[config.mk]
export PLATFORM = sky130hd
export DESIGN_NAME = cbu_branch_unit
export DESIGN_NICKNAME = d
export VERILOG_FILES = /design/src/rtl/cbu_pkg.sv /design/src/rtl/cbu_branch_unit.sv
export SDC_FILE = /design/constraint.sdc
export NUM_CORES = 1
export LEC_CHECK = 0
export ABC_AREA = 0
export BUFFER_PORTS_ARGS = -buffer_cell sky130_fd_sc_hd__buf_2
export CAP_MARGIN = 20
export CORE_MARGIN = 2
export CORE_UTILIZATION = 56
export DETAILED_ROUTE_END_ITERATION = 7
export GPL_TIMING_DRIVEN = 0
export PLACE_DENSITY = 0.84
export SLEW_MARGIN = 20
export SYNTH_ARGS = -nofsm -noshare
export SYNTH_HDL_FRONTEND = slang
export SYNTH_SLANG_ARGS = --single-unit
[constraint.sdc]
create_clock -name aclk -period 2.6 [get_ports aclk]
set_input_delay 0 -clock aclk [delete_from_list [all_inputs] [get_ports aclk]]
set_output_delay 0 -clock aclk [all_outputs]
set_load 0.05 [all_outputs]
[src/rtl/cbu_pkg.sv]
// constants, types and register map of the conditional branch unit
// assumes a 32-bit axi4-lite master and a single 100 MHz clock
package cbu_pkg;
  // byte addresses of the register words
  localparam logic [7:0] CBU_CTRL_OFF = 8'h00;
  localparam logic [7:0] CBU_FLAGS_OFF = 8'h04;
  localparam logic [7:0] CBU_PC_OFF = 8'h08;
  localparam logic [7:0] CBU_OFS_OFF = 8'h0C;
  localparam logic [7:0] CBU_STAT_OFF = 8'h10;
  // control word fields
  localparam int CBU_CTRL_COND_LSB = 0;
  localparam int CBU_CTRL_GO_BIT = 8;
  // flag word fields
  localparam int CBU_FLAG_H_BIT = 0;
  localparam int CBU_FLAG_T_BIT = 1;
  localparam int CBU_FLAG_N_BIT = 2;
  localparam int CBU_FLAG_V_BIT = 3;
  // status word fields
  localparam int CBU_STAT_BUSY_BIT = 0;
  localparam int CBU_STAT_TAKEN_BIT = 1;
  localparam int CBU_STAT_CYC_LSB = 4;
  // reset values
  localparam logic [2:0] CBU_COND_RST = 3'h0;
  localparam logic [3:0] CBU_FLAGS_RST = 4'h0;
  localparam logic [15:0] CBU_PC_RST = 16'h0000;
  localparam logic [6:0] CBU_OFS_RST = 7'h00;
  // execution times in cycles
  localparam logic [1:0] CBU_CYC_NOT_TAKEN = 2'h1;
  localparam logic [1:0] CBU_CYC_TAKEN = 2'h2;
  // axi responses
  localparam logic [1:0] CBU_RESP_OKAY = 2'h0;
  localparam logic [1:0] CBU_RESP_SLVERR = 2'h2;

  // branch conditions, code 7 is unused
  typedef enum logic [2:0] {
    CBU_SIGNED_NOT_LESS,
    CBU_SIGNED_LESS,
    CBU_HALF_CARRY_SET,
    CBU_HALF_CARRY_CLEAR,
    CBU_TRANSFER_SET,
    CBU_TRANSFER_CLEAR,
    CBU_OVERFLOW_SET
  } cbu_cond_e;

  typedef enum logic [1:0] {
    CBU_IDLE,
    CBU_EVAL,
    CBU_TAKE
  } cbu_state_e;

  // status flags seen by the unit
  typedef struct packed {
    logic v;
    logic n;
    logic t;
    logic h;
  } cbu_flags_s;
endpackage : cbu_pkg

[src/rtl/cbu_branch_unit.sv]
// conditional relative branch unit with an axi4-lite register slave
// assumes one clock aclk, synchronous active-low reset, one master
//
// Summary of operation
// - signed-not-less branch taken only when n xor v is 0
// - signed-less branch taken only when n xor v is 1
// - half-carry-set branch taken only when h is 1
// - half-carry-clear branch taken only when h is 0
// - transfer-bit-set branch taken only when t is 1
// - transfer-bit-clear branch taken only when t is 0
// - overflow-set branch taken only when v is 1
// - taken: pc = pc + offset + 1, flags kept, 2 cycles; not taken: pc = pc + 1 in 1 cycle
module cbu_branch_unit
  import cbu_pkg::*;
#(
  parameter int PC_W = 16,
  parameter int OFS_W = 7
)(
  input wire logic aclk,
  input wire logic aresetn,
  input wire logic [7:0] s_axi_awaddr,
  input wire logic s_axi_awvalid,
  output logic s_axi_awready,
  input wire logic [31:0] s_axi_wdata,
  input wire logic [3:0] s_axi_wstrb,
  input wire logic s_axi_wvalid,
  output logic s_axi_wready,
  output logic [1:0] s_axi_bresp,
  output logic s_axi_bvalid,
  input wire logic s_axi_bready,
  input wire logic [7:0] s_axi_araddr,
  input wire logic s_axi_arvalid,
  output logic s_axi_arready,
  output logic [31:0] s_axi_rdata,
  output logic [1:0] s_axi_rresp,
  output logic s_axi_rvalid,
  input wire logic s_axi_rready
);
  import cbu_pkg::*;

  localparam logic [PC_W-1:0] PC_ONE = PC_W'(1);

  cbu_state_e st;
  cbu_cond_e cond;
  cbu_flags_s flags;
  logic [PC_W-1:0] pc;
  logic [PC_W-1:0] target;
  logic [OFS_W-1:0] ofs;
  logic taken;
  logic [1:0] cycles;
  logic aw_held;
  logic w_held;
  logic [7:0] aw_addr;
  logic [31:0] w_data;
  logic [3:0] w_strb;

  // write channel: address and data latched in either order
  wire aw_fire = s_axi_awvalid && s_axi_awready;
  wire w_fire = s_axi_wvalid && s_axi_wready;
  wire do_write = aw_held && w_held && !s_axi_bvalid;
  wire busy = (st != CBU_IDLE);
  assign s_axi_awready = !aw_held && !s_axi_bvalid;
  assign s_axi_wready = !w_held && !s_axi_bvalid;

  // write decode, byte lane 0 carries cond, flags and offset, lane 1 the go bit; pc ignores the strobes
  wire wr_ctrl = do_write && (aw_addr == CBU_CTRL_OFF);
  wire wr_flags = do_write && (aw_addr == CBU_FLAGS_OFF) && w_strb[0];
  wire wr_pc = do_write && (aw_addr == CBU_PC_OFF);
  wire wr_ofs = do_write && (aw_addr == CBU_OFS_OFF) && w_strb[0];
  wire wr_hit = (aw_addr == CBU_CTRL_OFF) || (aw_addr == CBU_FLAGS_OFF)
    || (aw_addr == CBU_PC_OFF) || (aw_addr == CBU_OFS_OFF)
    || (aw_addr == CBU_STAT_OFF);
  wire go = wr_ctrl && w_strb[1] && w_data[CBU_CTRL_GO_BIT] && !busy;

  // condition evaluation against the held flags
  wire n_xor_v = flags.n ^ flags.v;
  logic cond_ok;
  always_comb
  begin
    unique case (cond)
      CBU_SIGNED_NOT_LESS: cond_ok = !n_xor_v;
      CBU_SIGNED_LESS: cond_ok = n_xor_v;
      CBU_HALF_CARRY_SET: cond_ok = flags.h;
      CBU_HALF_CARRY_CLEAR: cond_ok = !flags.h;
      CBU_TRANSFER_SET: cond_ok = flags.t;
      CBU_TRANSFER_CLEAR: cond_ok = !flags.t;
      CBU_OVERFLOW_SET: cond_ok = flags.v;
      default: cond_ok = 1'b0; // unused code never branches
    endcase
  end

  // displacement widened with its sign before the add
  wire [PC_W-1:0] ofs_ext = {{(PC_W-OFS_W){ofs[OFS_W-1]}}, ofs};
  wire [PC_W-1:0] next_seq = pc + PC_ONE;
  wire [PC_W-1:0] next_target = pc + ofs_ext + PC_ONE;

  // read mux, unmapped words read zero with slverr
  wire rd_hit = (s_axi_araddr == CBU_CTRL_OFF) || (s_axi_araddr == CBU_FLAGS_OFF)
    || (s_axi_araddr == CBU_PC_OFF) || (s_axi_araddr == CBU_OFS_OFF)
    || (s_axi_araddr == CBU_STAT_OFF);
  wire [31:0] rd_ctrl = 32'(cond) << CBU_CTRL_COND_LSB;
  wire [31:0] rd_flags = {28'h0000000, flags};
  wire [31:0] rd_pc = 32'(pc);
  wire [31:0] rd_ofs = 32'(ofs);
  wire [31:0] rd_stat = (32'(busy) << CBU_STAT_BUSY_BIT)
    | (32'(taken) << CBU_STAT_TAKEN_BIT) | (32'(cycles) << CBU_STAT_CYC_LSB);
  wire [31:0] next_rdata =
    (s_axi_araddr == CBU_CTRL_OFF) ? rd_ctrl :
    (s_axi_araddr == CBU_FLAGS_OFF) ? rd_flags :
    (s_axi_araddr == CBU_PC_OFF) ? rd_pc :
    (s_axi_araddr == CBU_OFS_OFF) ? rd_ofs :
    (s_axi_araddr == CBU_STAT_OFF) ? rd_stat : 32'h00000000;
  assign s_axi_arready = !s_axi_rvalid;

  // write address and data holding
  always_ff @(posedge aclk)
  begin
    if (!aresetn)
    begin
      aw_held <= 1'b0;
      w_held <= 1'b0;
      aw_addr <= 8'h00;
      w_data <= 32'h00000000;
      w_strb <= 4'h0;
    end
    else
    begin
      if (aw_fire)
      begin
        aw_held <= 1'b1;
        aw_addr <= s_axi_awaddr;
      end
      else if (do_write)
        aw_held <= 1'b0;
      if (w_fire)
      begin
        w_held <= 1'b1;
        w_data <= s_axi_wdata;
        w_strb <= s_axi_wstrb;
      end
      else if (do_write)
        w_held <= 1'b0;
    end
  end

  // write response, one cycle after both halves are in
  always_ff @(posedge aclk)
  begin
    if (!aresetn)
    begin
      s_axi_bvalid <= 1'b0;
      s_axi_bresp <= CBU_RESP_OKAY;
    end
    else if (do_write)
    begin
      s_axi_bvalid <= 1'b1;
      s_axi_bresp <= wr_hit ? CBU_RESP_OKAY : CBU_RESP_SLVERR;
    end
    else if (s_axi_bready)
      s_axi_bvalid <= 1'b0;
  end

  // read response, data registered at the address handshake
  always_ff @(posedge aclk)
  begin
    if (!aresetn)
    begin
      s_axi_rvalid <= 1'b0;
      s_axi_rdata <= 32'h00000000;
      s_axi_rresp <= CBU_RESP_OKAY;
    end
    else if (s_axi_arvalid && s_axi_arready)
    begin
      s_axi_rvalid <= 1'b1;
      s_axi_rdata <= next_rdata;
      s_axi_rresp <= rd_hit ? CBU_RESP_OKAY : CBU_RESP_SLVERR;
    end
    else if (s_axi_rready)
      s_axi_rvalid <= 1'b0;
  end

  // setup registers; frozen while busy so flags cannot move mid-branch
  always_ff @(posedge aclk)
  begin
    if (!aresetn)
    begin
      cond <= cbu_cond_e'(CBU_COND_RST);
      flags <= CBU_FLAGS_RST;
      ofs <= CBU_OFS_RST;
    end
    else if (!busy)
    begin
      if (wr_ctrl && w_strb[0])
        cond <= cbu_cond_e'(w_data[CBU_CTRL_COND_LSB +: 3]);
      if (wr_flags)
        flags <= w_data[3:0];
      if (wr_ofs)
        ofs <= w_data[OFS_W-1:0];
    end
  end

  // branch sequencer: eval is cycle one, take is cycle two
  always_ff @(posedge aclk)
  begin
    if (!aresetn)
    begin
      st <= CBU_IDLE;
      pc <= PC_W'(CBU_PC_RST);
      target <= PC_W'(CBU_PC_RST);
      taken <= 1'b0;
      cycles <= 2'h0;
    end
    else
    begin
      unique case (st)
        CBU_IDLE:
        begin
          if (wr_pc)
            pc <= w_data[PC_W-1:0];
          if (go)
            st <= CBU_EVAL;
        end
        CBU_EVAL:
        begin
          taken <= cond_ok;
          if (cond_ok)
          begin
            target <= next_target;
            st <= CBU_TAKE;
          end
          else
          begin
            pc <= next_seq;
            cycles <= CBU_CYC_NOT_TAKEN;
            st <= CBU_IDLE;
          end
        end
        CBU_TAKE:
        begin
          pc <= target;
          cycles <= CBU_CYC_TAKEN;
          st <= CBU_IDLE;
        end
      endcase
    end
  end
endmodule : cbu_branch_unit

; Word level (Yosys, flattened, before mapping)
; Index checks and enable logic that the tools add are counted.
[totals]
reg_bits = 117
elab_cells = 119
[classes]
addsub = 3
n_eq_ne = 19
muxes = 23
bitwise = 4
n_reduce_logical = 49
[op_table]
columns = operator, n
row1 = $mux W16, 5
row2 = $pmux W16 S3, 1
row3 = $add A16 B1 Y16 const B, 2
row4 = $eq A8 B4 Y1 const B, 4
row5 = $logic_and A1 B1 Y1, 17
row6 = $add A16 B16 Y16, 1
row7 = $eq A8 B3 Y1 const B, 2
row8 = $eq A8 B5 Y1 const B, 2
row9 = $logic_not A8 Y1, 2
row10 = $reduce_and A2 Y1, 6
row11 = $reduce_bool A2 Y1, 6
row12 = $mux W2, 5
row13 = $eq A3 B3 Y1 const B, 3
row14 = $logic_not A1 Y1, 8
row15 = $logic_or A1 B1 Y1, 8
row16 = $mux W1, 7
row17 = $mux W7, 1
row18 = $pmux W1 S7, 1
row19 = $eq A3 B2 Y1 const B, 2
row20 = $mux W6, 1
row21 = $ne A2 B2 Y1 const B, 3
row22 = $or A2 B6 Y6, 1
row23 = $pmux W2 S3, 1
row24 = $pmux W2 S2, 1
row25 = 8 further kinds, 8

; Logic depth before layout (Yosys ltp)
; Gate-level depths: netlist of run 1.
[depth]
depth_word = 8
depth_mapped = 9
mapped_depth_nobuf = 9

; Worst setup path after synthesis of run 1
; Ideal clock, no wire load.
[synth_path]
path_type = reg-to-reg
from = register s_axi_bvalid
to = register w_data[10]
setup_ns = 0.070
arrival_time_ns = 2.213
path_slack_ns = 0.317
stages_incl_launch_ff = 7
cell_sequence = dfxtp_1 -> nor2_1 -> and2_1 -> clkbuf_1 -> clkbuf_1 -> nand2_1 -> a21oi_1
[synth_between]
elab_chain_cells = 3
[synth_lines]
columns = item, line
row1 = "start, declared", cbu_branch_unit.sv:29  ; output logic s_axi_bvalid,
row2 = "start signal, assigned", cbu_branch_unit.sv:151  ; s_axi_bvalid <= 1'b0;
row3 = "start signal, assigned", cbu_branch_unit.sv:156  ; s_axi_bvalid <= 1'b1;
row4 = "start signal, assigned", cbu_branch_unit.sv:160  ; s_axi_bvalid <= 1'b0;
row5 = $logic_not A1 Y1, cbu_branch_unit.sv:63  ; assign s_axi_wready = !w_held && !s_axi_bvalid;
row6 = $logic_and A1 B1 Y1, cbu_branch_unit.sv:63
row7 = net s_axi_wready, cbu_branch_unit.sv:27  ; output logic s_axi_wready,
row8 = $logic_and A1 B1 Y1, cbu_branch_unit.sv:59  ; wire w_fire = s_axi_wvalid && s_axi_wready;
row9 = "end signal, assigned", cbu_branch_unit.sv:138  ; w_data <= s_axi_wdata;
row10 = "end, declared", cbu_branch_unit.sv:54  ; logic [31:0] w_data;
; The timed path passes the listed nets, and every way through them passes these cells.
; A chain may end at the register's enable or synchronous reset.

; Worst setup path after layout of run 1
[layout_path]
from = register ofs[6]
to = register target[15]
[layout_between]
elab_chain_cells = 2
[layout_lines]
columns = item, line
row1 = "start, declared", cbu_branch_unit.sv:48  ; logic [OFS_W-1:0] ofs;
row2 = "start signal, assigned", cbu_branch_unit.sv:198  ; ofs <= w_data[OFS_W-1:0];
row3 = $add A16 B16 Y16, cbu_branch_unit.sv:95  ; wire [PC_W-1:0] next_target = pc + ofs_ext + PC_ONE;
row4 = $add A16 B1 Y16, cbu_branch_unit.sv:95
row5 = "end signal, assigned", cbu_branch_unit.sv:209  ; target <= PC_W'(CBU_PC_RST);
row6 = "end signal, assigned", cbu_branch_unit.sv:228  ; target <= next_target;
row7 = "end, declared", cbu_branch_unit.sv:47  ; logic [PC_W-1:0] target;
; Every way passes these cells.

==> results of run 1 <==
## routing by layer
metal / routed length [um] / part of all wire (%) / up-vias / track usage, %
li1: - / - / 2566 / -
met1: 6450 / 43 / 2429 / 38.89
met2: 7014 / 47 / 255 / 50.08
met3: 1203 / 8.0 / 33 / 5.590
met4: 358 / 2.4 / 0 / 10.50
met5: 0 / 0 / - / 0
## per-stage QoR
stage               instance area, um^2  total power [mW]  std cells
floorplan                          5375             2.123        688
global placement                   5842             2.284        878
detailed placement                 5842             2.301        878
CTS                                6339             3.242        926
global route                       6339             3.385        926
finish                             6339             3.257        926
## tightest hold or removal path: cells and delay by family
kind | cells | cell delay, ns
and+or+nand+nor | 2 | 0.19
AOI/OAI and AO/OA | 1 | 0.05
buffers and inverters | 1 | 0.09
## power breakdown
part / switching (mW) / internal, mW / total (mW)
Combinational: 0.423 / 0.230 / 0.653
Clock: 0.580 / 0.357 / 0.937
Sequential: 0.0830 / 1.58 / 1.67
Total: 1.09 / 2.17 / 3.26
## flip-flops by register name (all words and copies together) (netlist names), 3 cells and up
name,cells
aw_addr,8
cond,3
flags,4
ofs,7
pc,16
s_axi_rdata,16
target,16
w_data,16
## layout make-up
class | instances | area, um^2 | share of cell area, %
Multi-Input combinational cell | 522 | 3049 | 48.10
Sequential cell | 99 | 1982 | 31.27
Timing Repair Buffer | 93 | 625.6 | 9.870
Buffer | 53 | 291.5 | 4.599
Tap cell | 129 | 161.4 | 2.546
Clock buffer | 10 | 127.6 | 2.013
Inverter | 14 | 52.55 | 0.8291
Clock inverter | 6 | 48.80 | 0.7698
## how the worst min path moves through the flow
| stage | from | slack, ns | end |
|---|---|---|---|
| 4_1_cts | s_axi_araddr[1] | 0.002 | s_axi_rdata[0] |
| 3_3_place_gp | s_axi_awaddr[5] | 0.24 | aw_addr[5] |
| 5_1_grt | s_axi_araddr[1] | 0.01 | s_axi_rdata[0] |
| 3_5_place_dp | s_axi_awaddr[4] | 0.25 | aw_addr[4] |
| 2_1_floorplan | s_axi_wstrb[0] | 0.14 | w_strb[0] |
| 6_report | s_axi_araddr[1] | 0.009 | s_axi_rdata[5] |
## Yosys cell counts (2+ instances only)
cell type	instances
o31ai_1	4
nand2_1	119
a211oi_1	6
nand3b_2	2
nor2b_1	6
and2_1	3
buf_6	2
a21oi_1	81
inv_1	12
nand4_1	5
nor3_1	5
o21ai_1	6
nand2b_1	9
buf_4	18
buf_2	7
a22oi_1	16
a31oi_1	4
nand4b_1	3
clkbuf_1	22
o21ai_0	37
xor2_1	5
mux2i_1	17
nand3_1	30
nor2_1	49
ha_1	19
buf_1	3
and3_1	3
xnor2_1	20
nor4_1	4
dfxtp_1	99
o21a_1	3
a311oi_1	2
nand3b_1	3
o211ai_1	20
## kinds of logic after synthesis
logic type,share of synthesized area [%]
AOI/OAI and AO/OA,21.44
xor gates and xnor gates,4.122
DFF,37.31
buffers and inverters,6.478
muxes,3.628
adders and majority gates,4.853
and+or+nand+nor,22.10
other,0.07060
## what timing repair did
action / 4_1_cts / 5_1_grt
hold endpoints to repair: 31 / 0
endpoints found under the setup margin: 0 / 4
gates resized for setup: 0 / 1
hold buffers: 32 / 0
==> results.json, run 1 <==
{
  "worstPathCellList": "ha_1 -> a21oi_1 -> nand2_1 -> o21ai_1 -> o21ai_0 -> xnor2_1 -> a21oi_1",
  "timing.final.crit_share_pct": 91.86,
  "fin_tns_setup_ns": 0,
  "rows": 35,
  "htreeDepth": 3,
  "drive_gt1_share_pct": 15.06,
  "yosysUniqueCellTypes": 61,
  "clkTransAtPathRegs_ns": 0.11,
  "fin_nets": 871,
  "status": "completed",
  "grt_pass1_wl_mm": 24.25,
  "post-route-util_pct": 68.60,
  "ys.flop_type": "dfxtp_1",
  "grt_max_degree": 18,
  "layout_common_cells": "nand2_1 (119), dfxtp_1 (99), a21oi_1 (81)",
  "holdWs_ns": 0.009017,
  "fin_crit_ns": 2.388,
  "clock_insertion_delay_worst_skew_ns": 0.37,
  "die_x_um": 101.4,
  "synth_top_area_share_pct": 37.31,
  "synth_top_cell_by_area": "dfxtp_1",
  "crit_arrival_ns": 2.65,
  "synth_top_cells_by_area": "dfxtp_1 (37%), nand2_1 (8.4%), a21oi_1 (7.6%)",
  "finalSetupViolCount": 0,
  "worstSetupEndpointType": "register",
  "overflow": 0,
  "cpMaxStageDelayCell": "dfxtp_1",
  "cts_buffers": 9,
  "n_antenna_cell": 0,
  "crit_fanout": 12,
  "first_pass_iters": 5,
  "ys_async_sr_fraction_pct": 0,
  "gp_congestion": 0.9394,
  "wl_per_cell_um": 16.23,
  "power_leakage_nw": 2.516,
  "relSlewSlack_pct": 54.92,
  "r2r_slack_ns": 0.21,
  "cp-endpoint": "target[15]",
  "dieArea_um2": 10280,
  "worstReg2RegEnd": "target[15]",
  "crit_type": "register to register",
  "setup_ws_ns": 0.2117,
  "synth_cells": 671,
  "area_growth_syn_to_layout_pct": 19.34,
  "drtIter0Drc": 427,
  "tightest_slew_ns": 0.6763,
  "dp_hpwl_mm": 10.92,
  "cp.depth": 7,
  "drv_cap": 0,
  "antenna_left": 0,
  "max_stage_delay_ns": 0.69,
  "mostFrequentLayoutCell": "nand2_1",
  "path_buf_inv": 0,
  "io_buffers": 61,
  "worst-r2r-cell-count": 7,
  "root_buffer": "clkbuf_8",
  "ys_ff_latch": 99,
  "grt_pass1_vias": 5007,
  "cts_tree": "done",
  "synth_edf_count": 0,
  "crit_family": "compound AO/OA/AOI/OAI gates",
  "ys_seq_area_share_pct": 37.31,
  "die-height_um": 101.4,
  "cp-startpoint": "ofs[6]",
  "syn_area_per_cell_um2": 7.916,
  "ir_worst_vdd_mv": 0.2863,
  "fmax_ghz": 0.4187,
  "ys_warn_count": 0,
  "timing_hold_violations_final": 0,
  "slew_violations": 0,
  "cts_num_sinks": 99,
  "grt_setup_unrepaired": "no",
  "power.density_nw_per_um2": 513.9,
  "finalClockSkew_ns": 0.01565,
  "num_vias": 5283,
  "r2r_start": "ofs[6]",
  "synth.cell_area_um2": 5311,
  "fillers": 744,
  "drc": 0,
  "post_cts_buffers": 0,
  "wl_mm": 15.03,
  "core_um2": 9240,
  "track_usage_pct": 29.97,
  "place_ws_ns": 0.1444,
  "pin_count": 100,
  "clk_path_buf_depth": 2,
  "vias_per_cell": 5.705,
  "required_ns": 2.86,
  "hold_depth": 4,
  "initial_utilization_pct": 57.48,
  "hold_class": "input pin to register",
  "path_common_cell": "a21oi_1",
  "start_kind": "register",
  "antenna_found_initial": 0
}
Power figures use the tool's default switching activity.
==> inputs of run 2 (changes only) <==
- RECOVER_POWER: unset -> 25
==> run 2 against run 1 <==
Sequential cell count stayed put. Combinational power about the same. Critical path depth unchanged. Clock skew decreased by 0.0011 ns. Register-to-register slack gained 0.02 ns. Clock power down 0.4%. Critical path type unchanged. Largest cell class unchanged.
==> results.json, run 2 (same netlist as run 1, synthesis figures left out) <==
{
  "path_common_cell": "a21oi_1",
  "finalPower_mw": 3.251,
  "mostFrequentLayoutCell": "nand2_1",
  "first_pass_iters": 5,
  "cts_num_sinks": 99,
  "gp_congestion": 0.9394,
  "fmax_ghz": 0.4220,
  "io_buffers": 61,
  "instances_no_fill": 926,
  "crit_type": "register to register",
  "met3_usage_pct": 5.590,
  "initial_utilization_pct": 57.48,
  "drive_gt1_share_pct": 12.17,
  "vias_per_cell": 5.718,
  "max_stage_delay_ns": 0.69,
  "dpl_cell_area_um2": 5842,
  "power_frac_seq_pct": 51.3,
  "grt_max_degree": 18,
  "finalClockSkew_ns": 0.01455,
  "hold_path_startpoint": "s_axi_araddr[1]",
  "crit_arrival_ns": 2.63,
  "power_leakage_nw": 2.423,
  "crit_family": "compound AO/OA/AOI/OAI gates",
  "drv_cap": 0,
  "busiest_layer": "met2",
  "hold_class": "input pin to register",
  "tightest_slew_ns": 0.6931,
  "pin_count": 100,
  "htreeDepth": 3,
  "crit_fanout": 12,
  "p_clk_share_pct": 28.7,
  "cpMaxStageDelayCell": "dfxtp_1",
  "track_usage_pct": 29.97,
  "finalSetupViolCount": 0,
  "hold_depth": 4,
  "overflow": 0,
  "dieArea_um2": 10280,
  "relSlewSlack_pct": 53.79,
  "timing_hold_violations_final": 0,
  "fin_nets": 871,
  "n_antenna_cell": 0,
  "root_buffer": "clkbuf_8",
  "fin_tns_setup_ns": 0,
  "p_int_mw": 2.168,
  "r2r_start": "ofs[6]",
  "drc": 0,
  "timing.final.crit_share_pct": 91.13,
  "power.density_nw_per_um2": 515.3,
  "worstPathCellList": "ha_1 -> a21oi_1 -> nand2_1 -> o21ai_1 -> o21ai_0 -> xnor2_1 -> a21oi_1",
  "required_ns": 2.86,
  "ir_worst_vdd_mv": 0.2858,
  "post-route-util_pct": 68.29,
  "path_buf_inv": 0,
  "drtIter0Drc": 440,
  "netSwitchingFraction_pct": 33.31,
  "clk_path_buf_depth": 2,
  "wl_per_cell_um": 16.23,
  "layout_common_cells": "nand2_1 (119), dfxtp_1 (99), a21oi_1 (81)",
  "slew_violations": 0,
  "die-height_um": 101.4,
  "cts_tree": "done",
  "start_kind": "register",
  "rows": 35,
  "p_sw_mw": 1.083,
  "use_met1_pct": 38.89,
  "antenna_found_initial": 0,
  "area_growth_syn_to_layout_pct": 18.80,
  "worstReg2RegEnd": "target[15]",
  "cts_buffers": 9,
  "use_met2_pct": 50.08,
  "placed_cells": 878,
  "p_comb_share_pct": 20.0,
  "grt_setup_unrepaired": "no",
  "hold-path-endpoint": "s_axi_rdata[5]",
  "grt_pass1_vias": 5007,
  "clkTransAtPathRegs_ns": 0.11,
  "antenna_left": 0,
  "worstSetupEndpointType": "register",
  "worst-r2r-cell-count": 7,
  "r2r_slack_ns": 0.23,
  "grt_pass1_wl_mm": 24.25,
  "finish.instance_area_um2": 6310,
  "dp_hpwl_mm": 10.92,
  "status": "completed",
  "core_um2": 9240,
  "post_cts_buffers": 0,
  "num_vias": 5295,
  "wl_mm": 15.03,
  "clock_insertion_delay_worst_skew_ns": 0.37,
  "die_x_um": 101.4,
  "fin_crit_ns": 2.369
}
[run 2: cell count changes in the layout (fill, tap and decap cells not counted)]
cell	delta
clkbuf_1	+23
and2_1	-2
buf_2	-23
and2_0	+2
[run 2: what timing repair did]
action / in CTS / in global routing
gates resized for setup: 0 / 1
endpoints found under the hold margin: 31 / 0
setup endpoints to repair: 0 / 4
hold buffers: 32 / 0
[run 2: metrics by stage]
step                setup slack (ns)  hold slack (ns)
floorplan                     0.3166           0.1360
global placement              0.1816           0.2408
detailed placement            0.1444           0.2459
CTS                           0.1213         0.002229
global route                 0.02062          0.01005
finish                        0.2306          0.01326
[run 2: worst max-delay path by stage]
stage                             from         end  slack (ns)  cells after the start
after global routing            ofs[6]  target[15]        0.02                      7
final                           ofs[6]  target[15]        0.23                      7
after CTS                       ofs[6]  target[15]        0.12                      7
after floorplan           s_axi_bvalid  w_data[10]        0.32                      6
after detailed placement        ofs[6]  target[15]        0.14                      7
after global placement          ofs[6]  target[15]        0.18                      7
[run 2: power by group through the flow]
stage	logic, mW	clock network, mW	registers, mW
3_3_place_gp	0.590	0	1.69
4_1_cts	0.643	0.936	1.66
2_1_floorplan	0.439	0	1.68
5_1_grt	0.707	1.00	1.68
6_report	0.650	0.933	1.67
3_5_place_dp	0.603	0	1.70
[run 2: area by class of cell]
type,instances,area (um^2)
fill,753,2930
clock inverter,6,48.80
sequential,99,1982
timing repair buffer,93,596.8
inverter,14,52.55
tap,129,161.4
multi-input combinational,522,3049
clock buffer,10,127.6
buffer,53,291.5
[run 2: per-layer routing]
metal  share of wire, %  vias to the layer above
li1                   -                     2565
met1                 43                     2458
met2                 47                      244
met3                7.7                       28
met4                2.2                        0
met5                  0                        -
[run 2: worst register-to-register path: cells and delay by family (launching register included)]
family          cells  cell delay [ns]
fa+ha+maj           1             0.41
xor+xnor            1             0.20
simple gates        1             0.12
compound gates      4             0.84
flops               1             0.69
==> inputs of run 3 (changes only) <==
- PLACE_DENSITY: 0.84 -> 0.8
==> run 3 against run 2 <==
Worst setup slack improved by 0.039 ns. Fmax rose by 1.7%. Register-to-register slack improved by 0.04 ns. Power rose by 1.3%. Critical path type unchanged.
==> results.json, run 3 (same netlist as run 1, synthesis figures left out) <==
{
  "worstPathCellList": "inv_1 -> ha_1 -> fa_1 -> nand2b_1 -> a21oi_1 -> nor2_1 -> o31ai_1 -> xnor2_1 -> o21ai_0",
  "crit_type": "register to register",
  "p_int_mw": 2.180,
  "grt_pass1_vias": 4980,
  "crit_fanout": 7,
  "timing_hold_violations_final": 0,
  "mostFrequentLayoutCell": "nand2_1",
  "worstSetupEndpointType": "register",
  "netSwitchingFraction_pct": 33.80,
  "cts_tree": "done",
  "rows": 35,
  "crit_arrival_ns": 2.59,
  "dp_hpwl_mm": 11.16,
  "layout_common_cells": "nand2_1 (119), dfxtp_1 (97), a21oi_1 (81)",
  "gp_congestion": 0.9221,
  "max_stage_delay_ns": 0.43,
  "placed_cells": 878,
  "antenna_found_initial": 0,
  "hold_class": "input pin to register",
  "post-route-util_pct": 68.49,
  "track_usage_pct": 30.54,
  "hold-path-endpoint": "s_axi_rdata[3]",
  "status": "completed",
  "path_buf_inv": 1,
  "hold_depth": 4,
  "die_x_um": 101.4,
  "dpl_cell_area_um2": 5842,
  "finalSetupViolCount": 0,
  "r2r_start": "pc[0]",
  "wl_per_cell_um": 16.45,
  "setup_ws_ns": 0.2700,
  "p_sw_mw": 1.113,
  "dieArea_um2": 10280,
  "num_vias": 5321,
  "relSlewSlack_pct": 50.91,
  "power.density_nw_per_um2": 520.4,
  "cts_buffers": 9,
  "finalClockSkew_ns": 0.01249,
  "p_clk_share_pct": 29.5,
  "grt_pass1_wl_mm": 24.58,
  "fmax_ghz": 0.4292,
  "die-height_um": 101.4,
  "io_buffers": 61,
  "root_buffer": "clkbuf_8",
  "instances_no_fill": 927,
  "ir_worst_vdd_mv": 0.3928,
  "overflow": 0,
  "place_ws_ns": 0.2300,
  "cts_num_sinks": 99,
  "clk_path_buf_depth": 2,
  "hold_path_startpoint": "s_axi_arvalid",
  "worst-r2r-cell-count": 9,
  "fin_nets": 872,
  "area_growth_syn_to_layout_pct": 19.15,
  "htreeDepth": 3,
  "pin_count": 100,
  "first_pass_iters": 4,
  "required_ns": 2.86,
  "finish.instance_area_um2": 6329,
  "n_antenna_cell": 0,
  "cp-startpoint": "pc[0]",
  "fin_crit_ns": 2.330,
  "initial_utilization_pct": 57.48,
  "p_comb_share_pct": 19.9,
  "cpMaxStageDelayCell": "dfxtp_2",
  "core_um2": 9240,
  "tightest_slew_ns": 0.7364,
  "drv_cap": 0,
  "drc": 0,
  "clock_insertion_delay_worst_skew_ns": 0.38,
  "power_leakage_nw": 2.443,
  "worstReg2RegEnd": "target[12]",
  "start_kind": "register",
  "fin_tns_setup_ns": 0,
  "grt_max_degree": 19,
  "grt_setup_unrepaired": "no",
  "wl_mm": 15.25,
  "antenna_left": 0,
  "slew_violations": 0,
  "power_frac_seq_pct": 50.6,
  "clkTransAtPathRegs_ns": 0.11,
  "vias_per_cell": 5.740,
  "crit_family": "adder cells",
  "drtIter0Drc": 371,
  "r2r_slack_ns": 0.27,
  "drive_gt1_share_pct": 12.53,
  "timing.final.crit_share_pct": 89.61
}
run 3: worst max path at each step:
stage | end | depth (start not counted)
finish | target[12] | 9
global route | target[12] | 9
CTS | target[12] | 9
detailed placement | target[12] | 9
global placement | target[15] | 7
floorplan | w_data[10] | 6
run 3: layout make-up:
| cell class | instances | area [um^2] |
|---|---|---|
| multi-input cells | 522 | 3049 |
| fillers | 792 | 2912 |
| flip-flops and latches | 99 | 1984 |
| repair buffers | 94 | 606.8 |
| plain buffers | 53 | 291.5 |
| well taps | 129 | 161.4 |
| clock buffers | 9 | 123.9 |
| clock inverters | 7 | 58.81 |
| inverters | 14 | 52.55 |
run 3: power by group through the flow:
stage | clock network [mW] | logic (mW) | registers [mW]
after floorplan | 0 | 0.439 | 1.68
after global placement | 0 | 0.591 | 1.69
after detailed placement | 0 | 0.604 | 1.70
after CTS | 0.971 | 0.645 | 1.66
after global routing | 1.04 | 0.714 | 1.68
final | 0.972 | 0.654 | 1.67
run 3: metal layers:
metal | wire length [um] | vias to the layer above | GRT usage, %
met5 | 0 | - | 0
met4 | 277 | 0 | 10.91
met3 | 1182 | 27 | 4.555
met2 | 7259 | 249 | 52.73
met1 | 6530 | 2476 | 38.88
li1 | - | 2569 | -
run 3: timing repair:
action                                  4_1_cts  5_1_grt
endpoints found under the setup margin        0        2
hold buffers                                 33        0
hold endpoints to repair                     32        0
gates resized for setup                       0        2
setup buffers                                 0        0
run 3: metrics by stage:
step                hold WS, ns  power, mW
global route             0.1003      3.428
CTS                     0.07990      3.279
finish                  0.07293      3.293
global placement         0.2416      2.286
floorplan                0.1360      2.123
detailed placement       0.2462      2.302
run 3: tightest hold or removal path: stages:
cell and delay, ns:
buf_2 0.10, nor2b_1 0.17, nor2_1 0.10, a311oi_1 0.05
